==> config.mk <==
export PLATFORM = sky130hd
export DESIGN_NAME = bcs_charge_sequencer
export DESIGN_NICKNAME = d
export VERILOG_FILES = /design/src/bcs_charge_sequencer.v
export VERILOG_INCLUDE_DIRS = /design/src /design/src/pkg
export SDC_FILE = /design/constraint.sdc
export NUM_CORES = 1
export LEC_CHECK = 0
export CAP_MARGIN = 0
export CORE_UTILIZATION = 55
export DETAILED_ROUTE_END_ITERATION = 6
export DONT_BUFFER_PORTS = 1
export PLACE_DENSITY = 0.75
export SLEW_MARGIN = 20
export SYNTH_ARGS = -nofsm -noshare
export SYNTH_HDL_FRONTEND = slang
export SYNTH_SLANG_ARGS = --single-unit
==> constraint.sdc <==
create_clock -name clk_in -period 6.9 [get_ports clk_in]
set_input_delay 0.69 -clock clk_in [delete_from_list [all_inputs] [get_ports clk_in]]
set_output_delay 0.69 -clock clk_in [all_outputs]
set_load 0.005 [all_outputs]
==> src/pkg/bcs_defs.vh <==
// Purpose: constants of the battery charge sequencer
// Assumes: 10 MHz clock, thermal code LSB is 0.1 mV
// Notes:   cycle counts are derived inside the module
//
// How it works
// - new cycle on power-up or falling max crossing
// - fast charge only when voltage and temperature valid
// - otherwise pulse-trickle (trickle variant only) until voltage and temperature valid
// - 19 s samples, stop on 25.6 mV fall
// - slope test only inside cutoff/low-fault window
// - sample: 15 conversions over 16 plus the 16th over 4096, 57 us apart
// - thermal cutoff terminates charging any time
// - over max cell voltage ends fast/top-off
// - plain variant timeouts 440/110/55 minutes
// - trickle variant timeouts 320/80/40 minutes
// - timer limits fast, restarts for top-off
// - top-off follows fast at low or mid, trickle variant only
// - top-off pulses 286 us on, 4290 us off
// - top-off ends on voltage, timer, cutoff only
// - trickle 286 us per 72.9 or 17.9 ms
// - indicator low in fast and pending states
// - hold freezes fast, top-off and timer
// - hold freezes the indicator value
// - hold keeps temperature checks and trickle pulses
// - hold clears the thermal sample history
// - above power-down: low power, both pins released
// - back below power-down: pulse-trickle (idle in plain variant) until new cycle
// - switch released passes current, low blocks it
`ifndef BCS_DEFS_VH
`define BCS_DEFS_VH

`define BCS_CLK_MHZ      10
`define BCS_US_PER_S     1000000
`define BCS_SEC_PER_MIN  16'h003C
`define BCS_ON_US        286
`define BCS_TOP_OFF_US   4290
`define BCS_TRK_SLOW_US  72900
`define BCS_TRK_FAST_US  17900
`define BCS_CONV_US      57
`define BCS_NCONV_LOG2   4
`define BCS_SLOPE_S      5'h13
`define BCS_DROP_CODE    17'h00100
`define BCS_TMO_D_MID    16'h01B8
`define BCS_TMO_D_LOW    16'h006E
`define BCS_TMO_D_HIGH   16'h0037
`define BCS_TMO_T_MID    16'h0140
`define BCS_TMO_T_LOW    16'h0050
`define BCS_TMO_T_HIGH   16'h0028
`define BCS_TM_LOW       2'h0
`define BCS_TM_MID       2'h1
`define BCS_TM_HIGH      2'h2
`define BCS_ST_START     3'h0
`define BCS_ST_PEND      3'h1
`define BCS_ST_FAST      3'h2
`define BCS_ST_TOPOFF    3'h3
`define BCS_ST_TRICKLE   3'h4
`define BCS_ST_IDLE      3'h5
`define BCS_ST_LOWPWR    3'h6

`endif

==> src/bcs_charge_sequencer.v <==
// Purpose: charge sequencing for a nickel cell charger
// Assumes: threshold flags and thermal code come from an
//          external converter, asynchronous to clk_in
// Notes:   open-drain pins drive low while their _oe is high
`timescale 1ns/100ps
`default_nettype none
`include "bcs_defs.vh"

module bcs_charge_sequencer #(
    parameter [19:0] TOP_OFF_CYC  = `BCS_TOP_OFF_US * `BCS_CLK_MHZ,
    parameter [19:0] TRK_SLOW_CYC = `BCS_TRK_SLOW_US * `BCS_CLK_MHZ,
    parameter [19:0] TRK_FAST_CYC = `BCS_TRK_FAST_US * `BCS_CLK_MHZ,
    parameter [23:0] SEC_CYC      = `BCS_US_PER_S * `BCS_CLK_MHZ
) (
    input  wire        clk_in,
    input  wire        rst_n_in,
    input  wire        trickle_variant_in,
    input  wire [1:0]  timer_select_in,
    input  wire        charge_hold_in,
    input  wire        cell_above_max_in,
    input  wire        cell_above_pd_in,
    input  wire        thermal_below_cutoff_in,
    input  wire        thermal_below_htf_in,
    input  wire        thermal_above_ltf_in,
    input  wire [15:0] thermal_code_in,
    output wire        charge_switch_out,
    output wire        charge_switch_oe_out,
    output wire        status_indicator_out,
    output wire        status_indicator_oe_out,
    output wire [2:0]  charge_state_out
);

    localparam [11:0] ON_CYC   = `BCS_ON_US * `BCS_CLK_MHZ;
    localparam [9:0]  CONV_CYC = `BCS_CONV_US * `BCS_CLK_MHZ;

    // two-stage synchroniser for every pin input except rst_n_in
    // left out of reset on purpose: the pins fill both stages while
    // reset is held, so the start decision on the first edge after
    // release sees the real pins and not a cleared, all-valid pattern
    reg  [24:0] meta_ff;
    reg  [24:0] sync_ff;
    wire [24:0] raw_in = {trickle_variant_in, timer_select_in,
                          charge_hold_in, cell_above_max_in,
                          cell_above_pd_in, thermal_below_cutoff_in,
                          thermal_below_htf_in, thermal_above_ltf_in,
                          thermal_code_in};

    // one pair of flops per pin bit; only the second stage is read
    genvar si;
    generate
        for (si = 0; si < 25; si = si + 1) begin : g_sync
            always @(posedge clk_in) begin
                meta_ff[si] <= raw_in[si];
                sync_ff[si] <= meta_ff[si];
            end
        end
    endgenerate

    wire        s_var  = sync_ff[24];
    wire [1:0]  s_tm   = sync_ff[23:22];
    wire        s_hold = sync_ff[21];
    wire        s_max  = sync_ff[20];
    wire        s_pd   = sync_ff[19];
    wire        s_cut  = sync_ff[18];
    wire        s_htf  = sync_ff[17];
    wire        s_ltf  = sync_ff[16];
    wire [15:0] s_code = sync_ff[15:0];

    reg  [2:0]  state_ff;
    reg  [2:0]  nxt_state;
    reg         max_d_ff;
    reg         hold_d_ff;
    reg  [23:0] pre_ff;
    reg  [15:0] sec_cnt_ff;
    reg  [4:0]  slope_s_ff;
    reg         conv_busy_ff;
    reg  [3:0]  conv_idx_ff;
    reg  [9:0]  conv_gap_ff;
    reg  [19:0] acc_ff;
    reg         smp_done_ff;
    reg  [15:0] avg_ff;
    reg  [1:0]  hist_cnt_ff;
    reg  [15:0] hist_ff [0:2];
    reg         pwm_on_ff;
    reg  [19:0] pwm_cnt_ff;
    reg         sw_oe_ff;
    reg         led_oe_ff;
    reg  [15:0] limit_min;
    reg         chg_en;

    // edge detectors on synchronised levels
    always @(posedge clk_in) begin
        if (!rst_n_in) begin
            max_d_ff  <= 1'b0;
            hold_d_ff <= 1'b0;
        end else begin
            max_d_ff  <= s_max;
            hold_d_ff <= s_hold;
        end
    end

    wire cyc_start = max_d_ff & ~s_max;
    wire hold_rise = s_hold & ~hold_d_ff;
    wire in_fast   = (state_ff == `BCS_ST_FAST);
    wire in_top    = (state_ff == `BCS_ST_TOPOFF);
    wire active    = (in_fast | in_top) & ~s_hold;

    // start window: voltage and temperature both valid
    wire temp_ok  = ~s_htf & (~s_var | ~s_ltf);
    wire start_ok = temp_ok & ~s_max;
    // slope test window
    wire slope_win = ~s_cut & (~s_var | ~s_ltf);

    // safety timer limit from decoded select level
    always @* begin
        case (s_tm)
            `BCS_TM_LOW:
                limit_min = s_var ? `BCS_TMO_T_LOW : `BCS_TMO_D_LOW;
            `BCS_TM_HIGH:
                limit_min = s_var ? `BCS_TMO_T_HIGH : `BCS_TMO_D_HIGH;
            default:
                limit_min = s_var ? `BCS_TMO_T_MID : `BCS_TMO_D_MID;
        endcase
    end

    wire [31:0] limit_s = limit_min * `BCS_SEC_PER_MIN;
    wire        tmo_hit = ({16'h0000, sec_cnt_ff} >= limit_s);

    // fall of 25.6 mV or more against three samples back
    wire [16:0] avg_plus   = {1'b0, avg_ff} + `BCS_DROP_CODE;
    wire        slope_trip = smp_done_ff & (hist_cnt_ff == 2'h3) & slope_win &
                             ({1'b0, hist_ff[2]} >= avg_plus);

    wire top_sel = s_var & (s_tm != `BCS_TM_HIGH);
    wire [2:0] end_state = top_sel ? `BCS_ST_TOPOFF :
                           (s_var ? `BCS_ST_TRICKLE : `BCS_ST_IDLE);

    // charge phase sequencing
    // low power overrides every state; cutoff and max voltage end
    // charging even in hold, while the timer and slope tests wait
    // until hold is gone
    always @* begin
        nxt_state = state_ff;
        if (s_pd) begin
            nxt_state = `BCS_ST_LOWPWR;
        end else begin
            case (state_ff)
                `BCS_ST_LOWPWR: begin
                    nxt_state = s_var ? `BCS_ST_TRICKLE : `BCS_ST_IDLE;
                end
                `BCS_ST_START: begin
                    nxt_state = start_ok ? `BCS_ST_FAST : `BCS_ST_PEND;
                end
                `BCS_ST_PEND: begin
                    if (cyc_start)
                        nxt_state = `BCS_ST_START;
                    else if (start_ok)
                        nxt_state = `BCS_ST_FAST;
                end
                `BCS_ST_FAST: begin
                    if (s_cut)
                        nxt_state = end_state;
                    else if (s_max)
                        nxt_state = end_state;
                    else if (slope_trip)
                        nxt_state = end_state;
                    else if (!s_hold && tmo_hit)
                        nxt_state = end_state;
                end
                `BCS_ST_TOPOFF: begin
                    if (s_cut || s_max || (!s_hold && tmo_hit))
                        nxt_state = `BCS_ST_TRICKLE;
                end
                `BCS_ST_TRICKLE, `BCS_ST_IDLE: begin
                    if (cyc_start)
                        nxt_state = `BCS_ST_START;
                end
                default: nxt_state = `BCS_ST_START;
            endcase
        end
    end

    // power-up lands in START, which begins a cycle
    always @(posedge clk_in) begin
        if (!rst_n_in)
            state_ff <= `BCS_ST_START;
        else
            state_ff <= nxt_state;
    end

    // timer restarts on entry to fast charge or top-off
    wire enter_chg = (nxt_state != state_ff) &&
                     (nxt_state == `BCS_ST_FAST || nxt_state == `BCS_ST_TOPOFF);
    wire sec_tick  = (pre_ff == SEC_CYC - 24'h000001);

    // safety timer in seconds, frozen in hold
    // the prescaler is frozen too, so a resumed phase keeps the
    // fraction of a second it had already run
    always @(posedge clk_in) begin
        if (!rst_n_in || enter_chg) begin
            pre_ff     <= 24'h000000;
            sec_cnt_ff <= 16'h0000;
        end else if (active) begin
            pre_ff <= sec_tick ? 24'h000000 : pre_ff + 24'h000001;
            if (sec_tick)
                sec_cnt_ff <= sec_cnt_ff + 16'h0001;
        end
    end

    wire fast_run  = in_fast & ~s_hold;
    wire hist_clr  = hold_rise | (enter_chg & (nxt_state == `BCS_ST_FAST));
    wire smp_start = fast_run & sec_tick & (slope_s_ff == `BCS_SLOPE_S - 5'h01);
    wire conv_take = conv_busy_ff & (conv_gap_ff == CONV_CYC - 10'h001);

    // sample period counter and 16-conversion averaging burst
    always @(posedge clk_in) begin
        if (!rst_n_in || hist_clr || !fast_run) begin
            slope_s_ff   <= 5'h00;
            conv_busy_ff <= 1'b0;
            conv_idx_ff  <= 4'h0;
            conv_gap_ff  <= 10'h000;
            acc_ff       <= 20'h00000;
            smp_done_ff  <= 1'b0;
        end else begin
            smp_done_ff <= 1'b0;
            if (sec_tick)
                slope_s_ff <= smp_start ? 5'h00 : slope_s_ff + 5'h01;
            if (smp_start && !conv_busy_ff) begin
                conv_busy_ff <= 1'b1;
                conv_idx_ff  <= 4'h0;
                conv_gap_ff  <= 10'h000;
                acc_ff       <= 20'h00000;
            end else if (conv_busy_ff) begin
                conv_gap_ff <= conv_take ? 10'h000 : conv_gap_ff + 10'h001;
                if (conv_take) begin
                    acc_ff      <= acc_ff + {4'h0, s_code};
                    conv_idx_ff <= conv_idx_ff + 4'h1;
                    if (conv_idx_ff == 4'hF) begin
                        conv_busy_ff <= 1'b0;
                        smp_done_ff  <= 1'b1;
                    end
                end
            end
        end
    end

    // average of the finished burst
    // the last code is added here as s_code[15:12] only, so the latched
    // value is the first 15 codes over 16 plus the last code over 4096
    always @(posedge clk_in) begin
        if (!rst_n_in)
            avg_ff <= 16'h0000;
        else if (conv_take && conv_idx_ff == 4'hF)
            avg_ff <= acc_ff[19:4] + {12'h000, s_code[15:12]};
    end

    // count of valid history entries
    always @(posedge clk_in) begin
        if (!rst_n_in || hist_clr)
            hist_cnt_ff <= 2'h0;
        else if (smp_done_ff && hist_cnt_ff != 2'h3)
            hist_cnt_ff <= hist_cnt_ff + 2'h1;
    end

    // three-deep sample history, newest at entry 0
    // entry 2 is the sample taken three periods before the new one
    genvar gi;
    generate
        for (gi = 0; gi < 3; gi = gi + 1) begin : g_hist
            always @(posedge clk_in) begin
                if (!rst_n_in || hist_clr)
                    hist_ff[gi] <= 16'h0000;
                else if (smp_done_ff)
                    hist_ff[gi] <= (gi == 0) ? avg_ff : hist_ff[(gi == 0) ? 0 : gi - 1];
            end
        end
    endgenerate

    // pulse modulation: top-off or trickle off-time
    // the counter runs free; a new off-time applies from the
    // current phase onward, so no pulse is ever cut short
    wire        pwm_top = in_top & ~s_hold;
    wire [19:0] off_len = pwm_top ? TOP_OFF_CYC :
                          ((s_tm == `BCS_TM_MID) ? TRK_FAST_CYC : TRK_SLOW_CYC);
    wire        on_end  = pwm_on_ff & (pwm_cnt_ff == {8'h00, ON_CYC} - 20'h00001);
    wire        off_end = ~pwm_on_ff & (pwm_cnt_ff >= off_len - 20'h00001);

    always @(posedge clk_in) begin
        if (!rst_n_in) begin
            pwm_on_ff  <= 1'b0;
            pwm_cnt_ff <= 20'h00000;
        end else if (on_end || off_end) begin
            pwm_on_ff  <= ~pwm_on_ff;
            pwm_cnt_ff <= 20'h00000;
        end else begin
            pwm_cnt_ff <= pwm_cnt_ff + 20'h00001;
        end
    end

    // current enable per state
    // decoded from the next state, so the registered pin changes in
    // the same edge as the state and fast charge never starts with
    // one blocked cycle or ends with one released cycle
    always @* begin
        case (nxt_state)
            `BCS_ST_FAST:
                chg_en = s_hold ? (s_var & pwm_on_ff) : 1'b1;
            `BCS_ST_TOPOFF:
                chg_en = s_hold ? (s_var & pwm_on_ff) : pwm_on_ff;
            `BCS_ST_PEND, `BCS_ST_TRICKLE:
                chg_en = s_var & pwm_on_ff;
            default:
                chg_en = 1'b0;
        endcase
    end

    // open-drain drives; low blocks current, released passes it
    // both enables are registered so the pins never glitch while
    // the next-state logic settles
    always @(posedge clk_in) begin
        if (!rst_n_in) begin
            sw_oe_ff  <= 1'b1;
            led_oe_ff <= 1'b0;
        end else begin
            sw_oe_ff <= (nxt_state == `BCS_ST_LOWPWR) ? 1'b0 : ~chg_en;
            if (nxt_state == `BCS_ST_LOWPWR)
                led_oe_ff <= 1'b0;
            else if (!s_hold)
                led_oe_ff <= (nxt_state == `BCS_ST_FAST) ||
                             (nxt_state == `BCS_ST_PEND);
        end
    end

    assign charge_switch_out       = 1'b0;
    assign charge_switch_oe_out    = sw_oe_ff;
    assign status_indicator_out    = 1'b0;
    assign status_indicator_oe_out = led_oe_ff;
    assign charge_state_out        = state_ff;

endmodule // bcs_charge_sequencer
`default_nettype wire

==> run_summary.xml, run 1 <==
<?xml version="1.0" encoding="UTF-8"?>
<metrics>
  <group name="power">
    <metric name="power.total" unit="mW">2.93</metric>
    <metric name="p_leak" unit="nW">4.81</metric>
    <metric name="power_density" unit="nW/um^2">239</metric>
    <metric name="worst_ir_drop_vdd" unit="uV">221</metric>
  </group>
  <group name="drt">
    <metric name="dr.pass1.iters" unit="">5</metric>
    <metric name="drtIter0Drc" unit="">440</metric>
    <metric name="detailroute.via_count" unit="">8052</metric>
    <metric name="drc_errors" unit="">0</metric>
    <metric name="drtAntennaViolNets" unit="">0</metric>
    <metric name="via_per_inst" unit="">5.46</metric>
    <metric name="routed_wire_length_per_instance" unit="um">14.0</metric>
    <metric name="totalWireLength" unit="um">20700</metric>
  </group>
  <group name="finish">
    <metric name="syn_to_final_growth" unit="%">9.48</metric>
    <metric name="drive_gt1_share" unit="%">5.20</metric>
    <metric name="stdcell_area" unit="sq um">12300</metric>
    <metric name="layout.filler_cells" unit="">1661</metric>
    <metric name="finalNetCount" unit="">1308</metric>
    <metric name="final_cells" unit="">1476</metric>
    <metric name="finish.utilization" unit="%">62.3</metric>
    <metric name="diodes_inserted" unit="">0</metric>
  </group>
  <group name="floorplanning">
    <metric name="die_h" unit="um">145</metric>
    <metric name="die_width" unit="um">145</metric>
    <metric name="die_area" unit="sq um">21000</metric>
    <metric name="core_area" unit="sq um">19700</metric>
    <metric name="ios" unit="">34</metric>
    <metric name="initial_core_util" unit="%">56.9</metric>
    <metric name="core.rowCount" unit="">51</metric>
  </group>
  <group name="critical_path">
    <metric name="startpoint_to_endpoint_class_of_the_critical_path" unit="">reg2reg</metric>
    <metric name="cp_max_fo" unit="">22</metric>
    <metric name="cp_endpoint_kind" unit="">register</metric>
    <metric name="worstRegToRegCells" unit="">24</metric>
    <metric name="worstPathRequired" unit="ps">7260</metric>
    <metric name="crit_path_start_kind" unit="">register</metric>
    <metric name="arrival" unit="ps">6550</metric>
  </group>
  <group name="synth">
    <metric name="synth-warning-count" unit="">0</metric>
    <metric name="postSynthRegisterBits" unit="">225</metric>
    <metric name="synth_ff_type" unit="">dfxtp_1</metric>
    <metric name="share_of_the_synthesized_area_in_the_top_cell_type" unit="%">31.6</metric>
    <metric name="synth_async_reset_ratio" unit="%">0</metric>
    <metric name="synth_cells" unit="">1204</metric>
    <metric name="synth_seq_area_share" unit="%">44.4</metric>
    <metric name="synth_area_per_cell" unit="sq um">9.32</metric>
    <metric name="netlist_area" unit="sq um">11200</metric>
    <metric name="yosys.area.top_type" unit="">dfxtp_1</metric>
    <metric name="synth_unique_cells" unit="">72</metric>
    <metric name="synth-edff-count" unit="">48</metric>
    <metric name="synth_area_leaders" unit="">dfxtp_1 32%, edfxtp_1 13%, ha_1 9.7%</metric>
  </group>
  <group name="cts">
    <metric name="cts_tree" unit="">yes</metric>
    <metric name="cts_root_buffer" unit="">clkbuf_16</metric>
    <metric name="clk_pin_slew_worst_paths" unit="ps">60</metric>
    <metric name="post_cts_buffers" unit="">0</metric>
    <metric name="h-tree-depth" unit="">1</metric>
    <metric name="cts.repair.resized" unit="">0</metric>
    <metric name="cts.sink_count" unit="">225</metric>
    <metric name="clock_latency_late_sink" unit="ps">520</metric>
    <metric name="cts.hold.buffers_added" unit="">0</metric>
    <metric name="cts_buffers" unit="">25</metric>
    <metric name="maximum_root_to_sink_buffer_count" unit="">3</metric>
  </group>
  <group name="timing">
    <metric name="worst_slew_margin_rel" unit="%">32.2</metric>
    <metric name="max_slew.worst_pin.slew" unit="ps">1020</metric>
    <metric name="rsz0062_at_grt" unit="">no</metric>
    <metric name="fin_crit_sh" unit="%">89.7</metric>
    <metric name="finalHoldWorstSlack" unit="ps">191</metric>
    <metric name="setup_viol_count_final" unit="">0</metric>
    <metric name="fin_skew" unit="ps">11.7</metric>
    <metric name="finalSetupTns" unit="ps">0</metric>
    <metric name="timing.final.hold_violations" unit="">0</metric>
    <metric name="postLayoutSetupSlackWorst" unit="ps">714</metric>
    <metric name="fmax" unit="GHz">0.162</metric>
    <metric name="final_max_slew_viol_count" unit="">0</metric>
    <metric name="period_minus_slack" unit="ps">6190</metric>
  </group>
  <group name="grt">
    <metric name="antenna_found_initial" unit="">0</metric>
    <metric name="global_route_wire_length_before_repair" unit="um">35100</metric>
    <metric name="grt_max_degree" unit="">56</metric>
    <metric name="number_of_global_route_vias_before_repair" unit="">7553</metric>
    <metric name="grt_overflow_total" unit="">0</metric>
    <metric name="global_route_total_usage_across_every_layer" unit="%">20.6</metric>
  </group>
  <group name="place">
    <metric name="dpl_worst_slack" unit="ps">757</metric>
    <metric name="port-buffer-count" unit="">0</metric>
    <metric name="detailedPlacementHpwl" unit="um">14100</metric>
    <metric name="numPlacedInstances" unit="">1429</metric>
    <metric name="detailed_place.area" unit="sq um">11400</metric>
    <metric name="routabilityCongestion" unit="">0.818</metric>
  </group>
  <group name="job">
    <metric name="cap_viol_max_count" unit="">0</metric>
  </group>
  <group name="hold_path">
    <metric name="count_of_cells_along_the_worst_hold_path" unit="">0</metric>
    <metric name="min-delay-path-class" unit="">in2reg</metric>
  </group>
  <group name="run_status">
    <metric name="outcome" unit="">finished, final reports clean</metric>
  </group>
</metrics>
-- layer usage --
metal  GRT usage [%]  vias to the layer above  part of all wire, %
met2            34.2                      109                   46
met5               0                        -                    0
met3            3.49                       31                  4.2
met4            5.82                        0                  2.0
li1                -                     4159                    -
met1            27.6                     3753                   47
-- Yosys cell counts (33+ instances only) --
library cell,instances
and2_1,70
clkbuf_1,33
nand2_1,121
inv_1,42
xnor2_1,58
edfxtp_1,48
a21oi_1,39
nor2_1,132
dfxtp_1,177
xor2_1,55
ha_1,87
o21ai_0,45
nand3_1,58
-- path summary, 6_finish.rpt --
check	from	endpoint	slack, ps
min	thermal_code_in[14]	meta_ff[14]$_DFF_P_	190
min reg2reg	meta_ff[7]$_DFF_P_	s_code[7]$_DFF_P_	320
max reg2reg	s_var$_DFF_P_	sec_cnt_ff[7]$_SDFFE_PP0P_	710
max	s_var$_DFF_P_	sec_cnt_ff[7]$_SDFFE_PP0P_	710
-- sequential cells by signal, summed over array words and instances, names as in the netlist, 2 cells and up --
register,count
acc_ff,20
s_tm,2
avg_ff,16
pwm_cnt_ff,20
meta_ff,25
slope_s_ff,5
charge_state_out,3
hist_ff,48
s_code,16
sec_cnt_ff,16
conv_gap_ff,10
conv_idx_ff,4
hist_cnt_ff,2
pre_ff,24
-- cell families after synthesis --
logic type               share of synthesized area (%)
other                                           0.0669
AND/OR/NAND/NOR                                   22.3
multiplexers                                     0.714
XOR/XNOR                                          8.82
flip-flops                                        44.4
adder cells (fa/ha/maj)                           10.1
AO/OA/AOI/OAI                                     10.4
buffers and inverters                             3.17
-- layout make-up --
cell class | instances | area [sq um] | share of cell area (%)
clock buffer | 33 | 728 | 5.93
clock inverter | 13 | 150 | 1.22
inverter | 43 | 161 | 1.31
multi-input combinational | 892 | 5890 | 47.9
sequential | 225 | 4980 | 40.6
tap | 265 | 332 | 2.70
timing repair buffer | 5 | 41.3 | 0.336
-- cells in the final DEF (no fill, tap or decap), drive strengths merged, types with 6 or more instances in the layout --
cell type | synthesis | final
dfxtp | 177 | 177
nor2 | 133 | 133
nand2 | 121 | 121
ha | 87 | 87
and2 | 71 | 71
xnor2 | 58 | 58
nand3 | 58 | 58
xor2 | 55 | 55
edfxtp | 48 | 48
o21ai | 45 | 45
inv | 42 | 44
a21oi | 39 | 39
clkbuf | 33 | 33
a211oi | 28 | 28
nand4 | 24 | 24
and3 | 18 | 18
nor3 | 17 | 17
nor2b | 14 | 14
a21o | 11 | 11
or3 | 9 | 9
clkinv | 1 | 9
mux2i | 8 | 8
o21a | 7 | 7
nor4 | 7 | 7
nand2b | 6 | 6
-- power breakdown --
part           switching (mW)  leakage (nW)  internal, mW
logic                  0.0911          2.39        0.0565
registers              0.0244          1.98          1.38
clock network           0.524         0.442         0.857
total                   0.639          4.81          2.29
-- critical path: stages, from the launching register on --
cell       delay [ps]
dfxtp_1           780
clkinv_1          500
ha_1              410
inv_1             150
ha_1              210
xnor2_1           140
ha_1              250
a21oi_1           200
nor2b_1            80
o21a_1            180
o21ai_0            80
o211a_1           170
o221ai_1          120
xnor2_1           170
ha_1              290
nand2_1            90
nor2_1             40
a2111oi_0         340
a211o_1           280
nand3_1            90
o21a_1            230
nor2_1            100
buf_4             250
and3_1            740
nor2_1            130
No activity file was read; power rests on OpenSTA's default activity.
==> inputs of run 2 (changes only) <==
==> constraint.sdc (replaced) <==
create_clock -name clk_in -period 6.9 [get_ports clk_in]
set_input_delay 0.69 -clock clk_in [delete_from_list [all_inputs] [get_ports clk_in]]
set_output_delay 0.69 -clock clk_in [all_outputs]
set_load 0.02 [all_outputs]
==> run 2 against run 1 <==
Effect of this change: first-iteration DRC count grew 11%; register-to-register slack gained 98 ps; highest routed layer unchanged; largest power group unchanged; non-clock buffer count grew 1; die area is the same.
==> run_summary.xml, run 2 (synthesized netlist as in run 1, its figures left out) <==
<?xml version="1.0" encoding="UTF-8"?>
<metrics>
  <group name="run_status">
    <metric name="outcome" unit="">finished, final reports clean</metric>
  </group>
  <group name="cts">
    <metric name="cts.sink_count" unit="">225</metric>
    <metric name="h-tree-depth" unit="">1</metric>
    <metric name="clock_latency_late_sink" unit="ps">520</metric>
    <metric name="cts_buffers" unit="">25</metric>
    <metric name="post_cts_buffers" unit="">0</metric>
    <metric name="cts_tree" unit="">yes</metric>
    <metric name="clk_pin_slew_worst_paths" unit="ps">60</metric>
    <metric name="cts.hold.buffers_added" unit="">0</metric>
    <metric name="maximum_root_to_sink_buffer_count" unit="">3</metric>
    <metric name="cts_root_buffer" unit="">clkbuf_16</metric>
    <metric name="cts.repair.resized" unit="">0</metric>
  </group>
  <group name="timing">
    <metric name="fin_skew" unit="ps">15.2</metric>
    <metric name="fin_crit_sh" unit="%">88.2</metric>
    <metric name="rsz0062_at_grt" unit="">no</metric>
    <metric name="finalSetupTns" unit="ps">0</metric>
    <metric name="timing.final.hold_violations" unit="">0</metric>
    <metric name="worst_slew_margin_rel" unit="%">32.5</metric>
    <metric name="max_slew.worst_pin.slew" unit="ps">1010</metric>
    <metric name="final_max_slew_viol_count" unit="">0</metric>
    <metric name="period_minus_slack" unit="ps">6090</metric>
    <metric name="fmax" unit="GHz">0.164</metric>
    <metric name="setup_viol_count_final" unit="">0</metric>
  </group>
  <group name="power">
    <metric name="p_int" unit="mW">2.16</metric>
    <metric name="power_density" unit="nW/um^2">229</metric>
    <metric name="p_leak" unit="nW">4.76</metric>
    <metric name="switchingPower" unit="mW">0.627</metric>
    <metric name="pwr-share-comb" unit="%">5.4</metric>
    <metric name="seqPwrFrac" unit="%">50.4</metric>
    <metric name="p_sw_share" unit="%">22.5</metric>
    <metric name="clock_share_of_power" unit="%">44.2</metric>
    <metric name="worst_ir_drop_vdd" unit="uV">209</metric>
  </group>
  <group name="drt">
    <metric name="routed_wire_length_per_instance" unit="um">14.0</metric>
    <metric name="detailroute.via_count" unit="">7986</metric>
    <metric name="drtAntennaViolNets" unit="">0</metric>
    <metric name="dr.pass1.iters" unit="">4</metric>
    <metric name="drtIter0Drc" unit="">489</metric>
    <metric name="m1WireLength" unit="um">10100</metric>
    <metric name="via_per_inst" unit="">5.41</metric>
    <metric name="route.top_layer_used" unit="">met4</metric>
    <metric name="wl_met2" unit="um">9460</metric>
    <metric name="drc_errors" unit="">0</metric>
    <metric name="met3_length" unit="um">833</metric>
    <metric name="totalWireLength" unit="um">20700</metric>
  </group>
  <group name="finish">
    <metric name="finalNetCount" unit="">1309</metric>
    <metric name="layout_commonest_cell" unit="">dfxtp_1</metric>
    <metric name="layout.filler_cells" unit="">1665</metric>
    <metric name="stdcell_area" unit="sq um">12200</metric>
    <metric name="register_area" unit="sq um">4980</metric>
    <metric name="largest_register_by_flop_count" unit="">hist_ff</metric>
    <metric name="most-common-layout-cells" unit="">177 x dfxtp_1, 131 x nor2_1, 121 x nand2_1, 87 x ha_1, 70 x and2_1</metric>
    <metric name="registers_with_the_most_flip_flops" unit="">hist_ff x48, meta_ff x25, pre_ff x24</metric>
    <metric name="drive_gt1_share" unit="%">4.88</metric>
    <metric name="diodes_inserted" unit="">0</metric>
    <metric name="largest_register_ff_count" unit="">48</metric>
    <metric name="syn_to_final_growth" unit="%">8.55</metric>
    <metric name="multi_input_comb_area" unit="sq um">5890</metric>
  </group>
  <group name="place">
    <metric name="port-buffer-count" unit="">0</metric>
    <metric name="routabilityCongestion" unit="">0.811</metric>
    <metric name="detailed_place.area" unit="sq um">11400</metric>
    <metric name="detailedPlacementHpwl" unit="um">14100</metric>
  </group>
  <group name="floorplanning">
    <metric name="initial_core_util" unit="%">56.9</metric>
    <metric name="core.rowCount" unit="">51</metric>
    <metric name="core_area" unit="sq um">19700</metric>
    <metric name="ios" unit="">34</metric>
    <metric name="die_width" unit="um">145</metric>
    <metric name="die_area" unit="sq um">21000</metric>
    <metric name="die_h" unit="um">145</metric>
  </group>
  <group name="hold_path">
    <metric name="hold_end" unit="">meta_ff[13]$_DFF_P_</metric>
    <metric name="count_of_cells_along_the_worst_hold_path" unit="">0</metric>
    <metric name="min-delay-path-class" unit="">in2reg</metric>
    <metric name="startpoint_of_the_most_critical_hold_path" unit="">thermal_code_in[13]</metric>
  </group>
  <group name="critical_path">
    <metric name="arrival" unit="ps">6450</metric>
    <metric name="worstRegToRegCells" unit="">24</metric>
    <metric name="critical_path.reg2reg.endpoint" unit="">sec_cnt_ff[12]$_SDFFE_PP0P_</metric>
    <metric name="cp_max_fo" unit="">22</metric>
    <metric name="dominant_cell_type_by_count_on_the_critical_path" unit="">ha_1</metric>
    <metric name="critical_path.top_delay_family" unit="">compound AO/OA/AOI/OAI gates</metric>
    <metric name="cp_endpoint_kind" unit="">register</metric>
    <metric name="cp_cell_sequence" unit="">clkinv_1 -&gt; ha_1 -&gt; inv_1 -&gt; ha_1 -&gt; xnor2_1 -&gt; ha_1 -&gt; a21oi_1 -&gt; nor2b_1 -&gt; o21a_1 -&gt; o21ai_0 -&gt; o211a_1 -&gt; o221ai_1 -&gt; xnor2_1 -&gt; ha_1 -&gt; nand2_1 -&gt; nor2_1 -&gt; a2111oi_0 -&gt; a211o_1 -&gt; nand3_1 -&gt; o21a_1 -&gt; nor2_1 -&gt; buf_4 -&gt; and3_1 -&gt; nor2_1</metric>
    <metric name="reg2reg_slack" unit="ps">810</metric>
    <metric name="critical_path.max_stage_delay" unit="ps">780</metric>
    <metric name="startpoint_to_endpoint_class_of_the_critical_path" unit="">reg2reg</metric>
    <metric name="critical_path.n_buffers_inverters" unit="">3</metric>
    <metric name="worstPathRequired" unit="ps">7260</metric>
    <metric name="critical-path-slowest-cell" unit="">dfxtp_1</metric>
    <metric name="crit_path_start_kind" unit="">register</metric>
    <metric name="rr_startpoint" unit="">s_var$_DFF_P_</metric>
  </group>
  <group name="grt">
    <metric name="global_route_total_usage_across_every_layer" unit="%">20.6</metric>
    <metric name="grt_max_degree" unit="">56</metric>
    <metric name="global_route_wire_length_before_repair" unit="um">34800</metric>
    <metric name="antenna_found_initial" unit="">0</metric>
    <metric name="grt_overflow_total" unit="">0</metric>
    <metric name="number_of_global_route_vias_before_repair" unit="">7536</metric>
  </group>
  <group name="job">
    <metric name="cap_viol_max_count" unit="">0</metric>
  </group>
</metrics>
## run 2: worst max-delay path by stage
stage                       start                           to  slack, ps  depth (start not counted)
floorplan           s_var$_DFF_P_      pre_ff[22]$_SDFFE_PP0P_       1880                         26
global placement    s_var$_DFF_P_  sec_cnt_ff[14]$_SDFFE_PP0P_       1060                         24
detailed placement  s_var$_DFF_P_   sec_cnt_ff[7]$_SDFFE_PP0P_        840                         24
CTS                 s_var$_DFF_P_   sec_cnt_ff[7]$_SDFFE_PP0P_        830                         24
global route        s_var$_DFF_P_       pre_ff[0]$_SDFFE_PP0P_        250                         24
finish              s_var$_DFF_P_  sec_cnt_ff[12]$_SDFFE_PP0P_        810                         24
## run 2: layout make-up
class                   instances  share of cell area [%]
clock inverters                 8                   0.390
inverters                      43                    1.32
flip-flops and latches        225                    40.9
multi-input cells             892                    48.3
clock buffers                  36                    5.91
well taps                     265                    2.72
repair buffers                  6                   0.401
## run 2: power by group through the flow
stage               clock, mW  combinational, mW  sequential [mW]
detailed placement          0              0.151             1.43
global placement            0              0.148             1.43
floorplan                   0              0.129             1.42
CTS                      1.26              0.152             1.41
finish                   1.23              0.152             1.41
global route             1.32              0.172             1.41
## run 2: per-layer routing
metal / global-route usage [%] / vias to the layer above
met2: 33.8 / 98
li1: - / 4155
met3: 3.49 / 24
met1: 28.2 / 3709
met5: 0 / -
met4: 4.82 / 0
## run 2: metrics by stage
step                hold WS (ps)  setup WS [ps]  utilization [%]  total power, mW  cells
floorplan                    310           1880                -             1.55   1205
global placement             310           1060             57.8             1.58   1430
detailed placement           312            842             57.8             1.58   1430
CTS                          175            833             61.7             2.82   1474
global route                 171            250             61.8             2.90   1475
finish                       195            811             61.8             2.79   1475
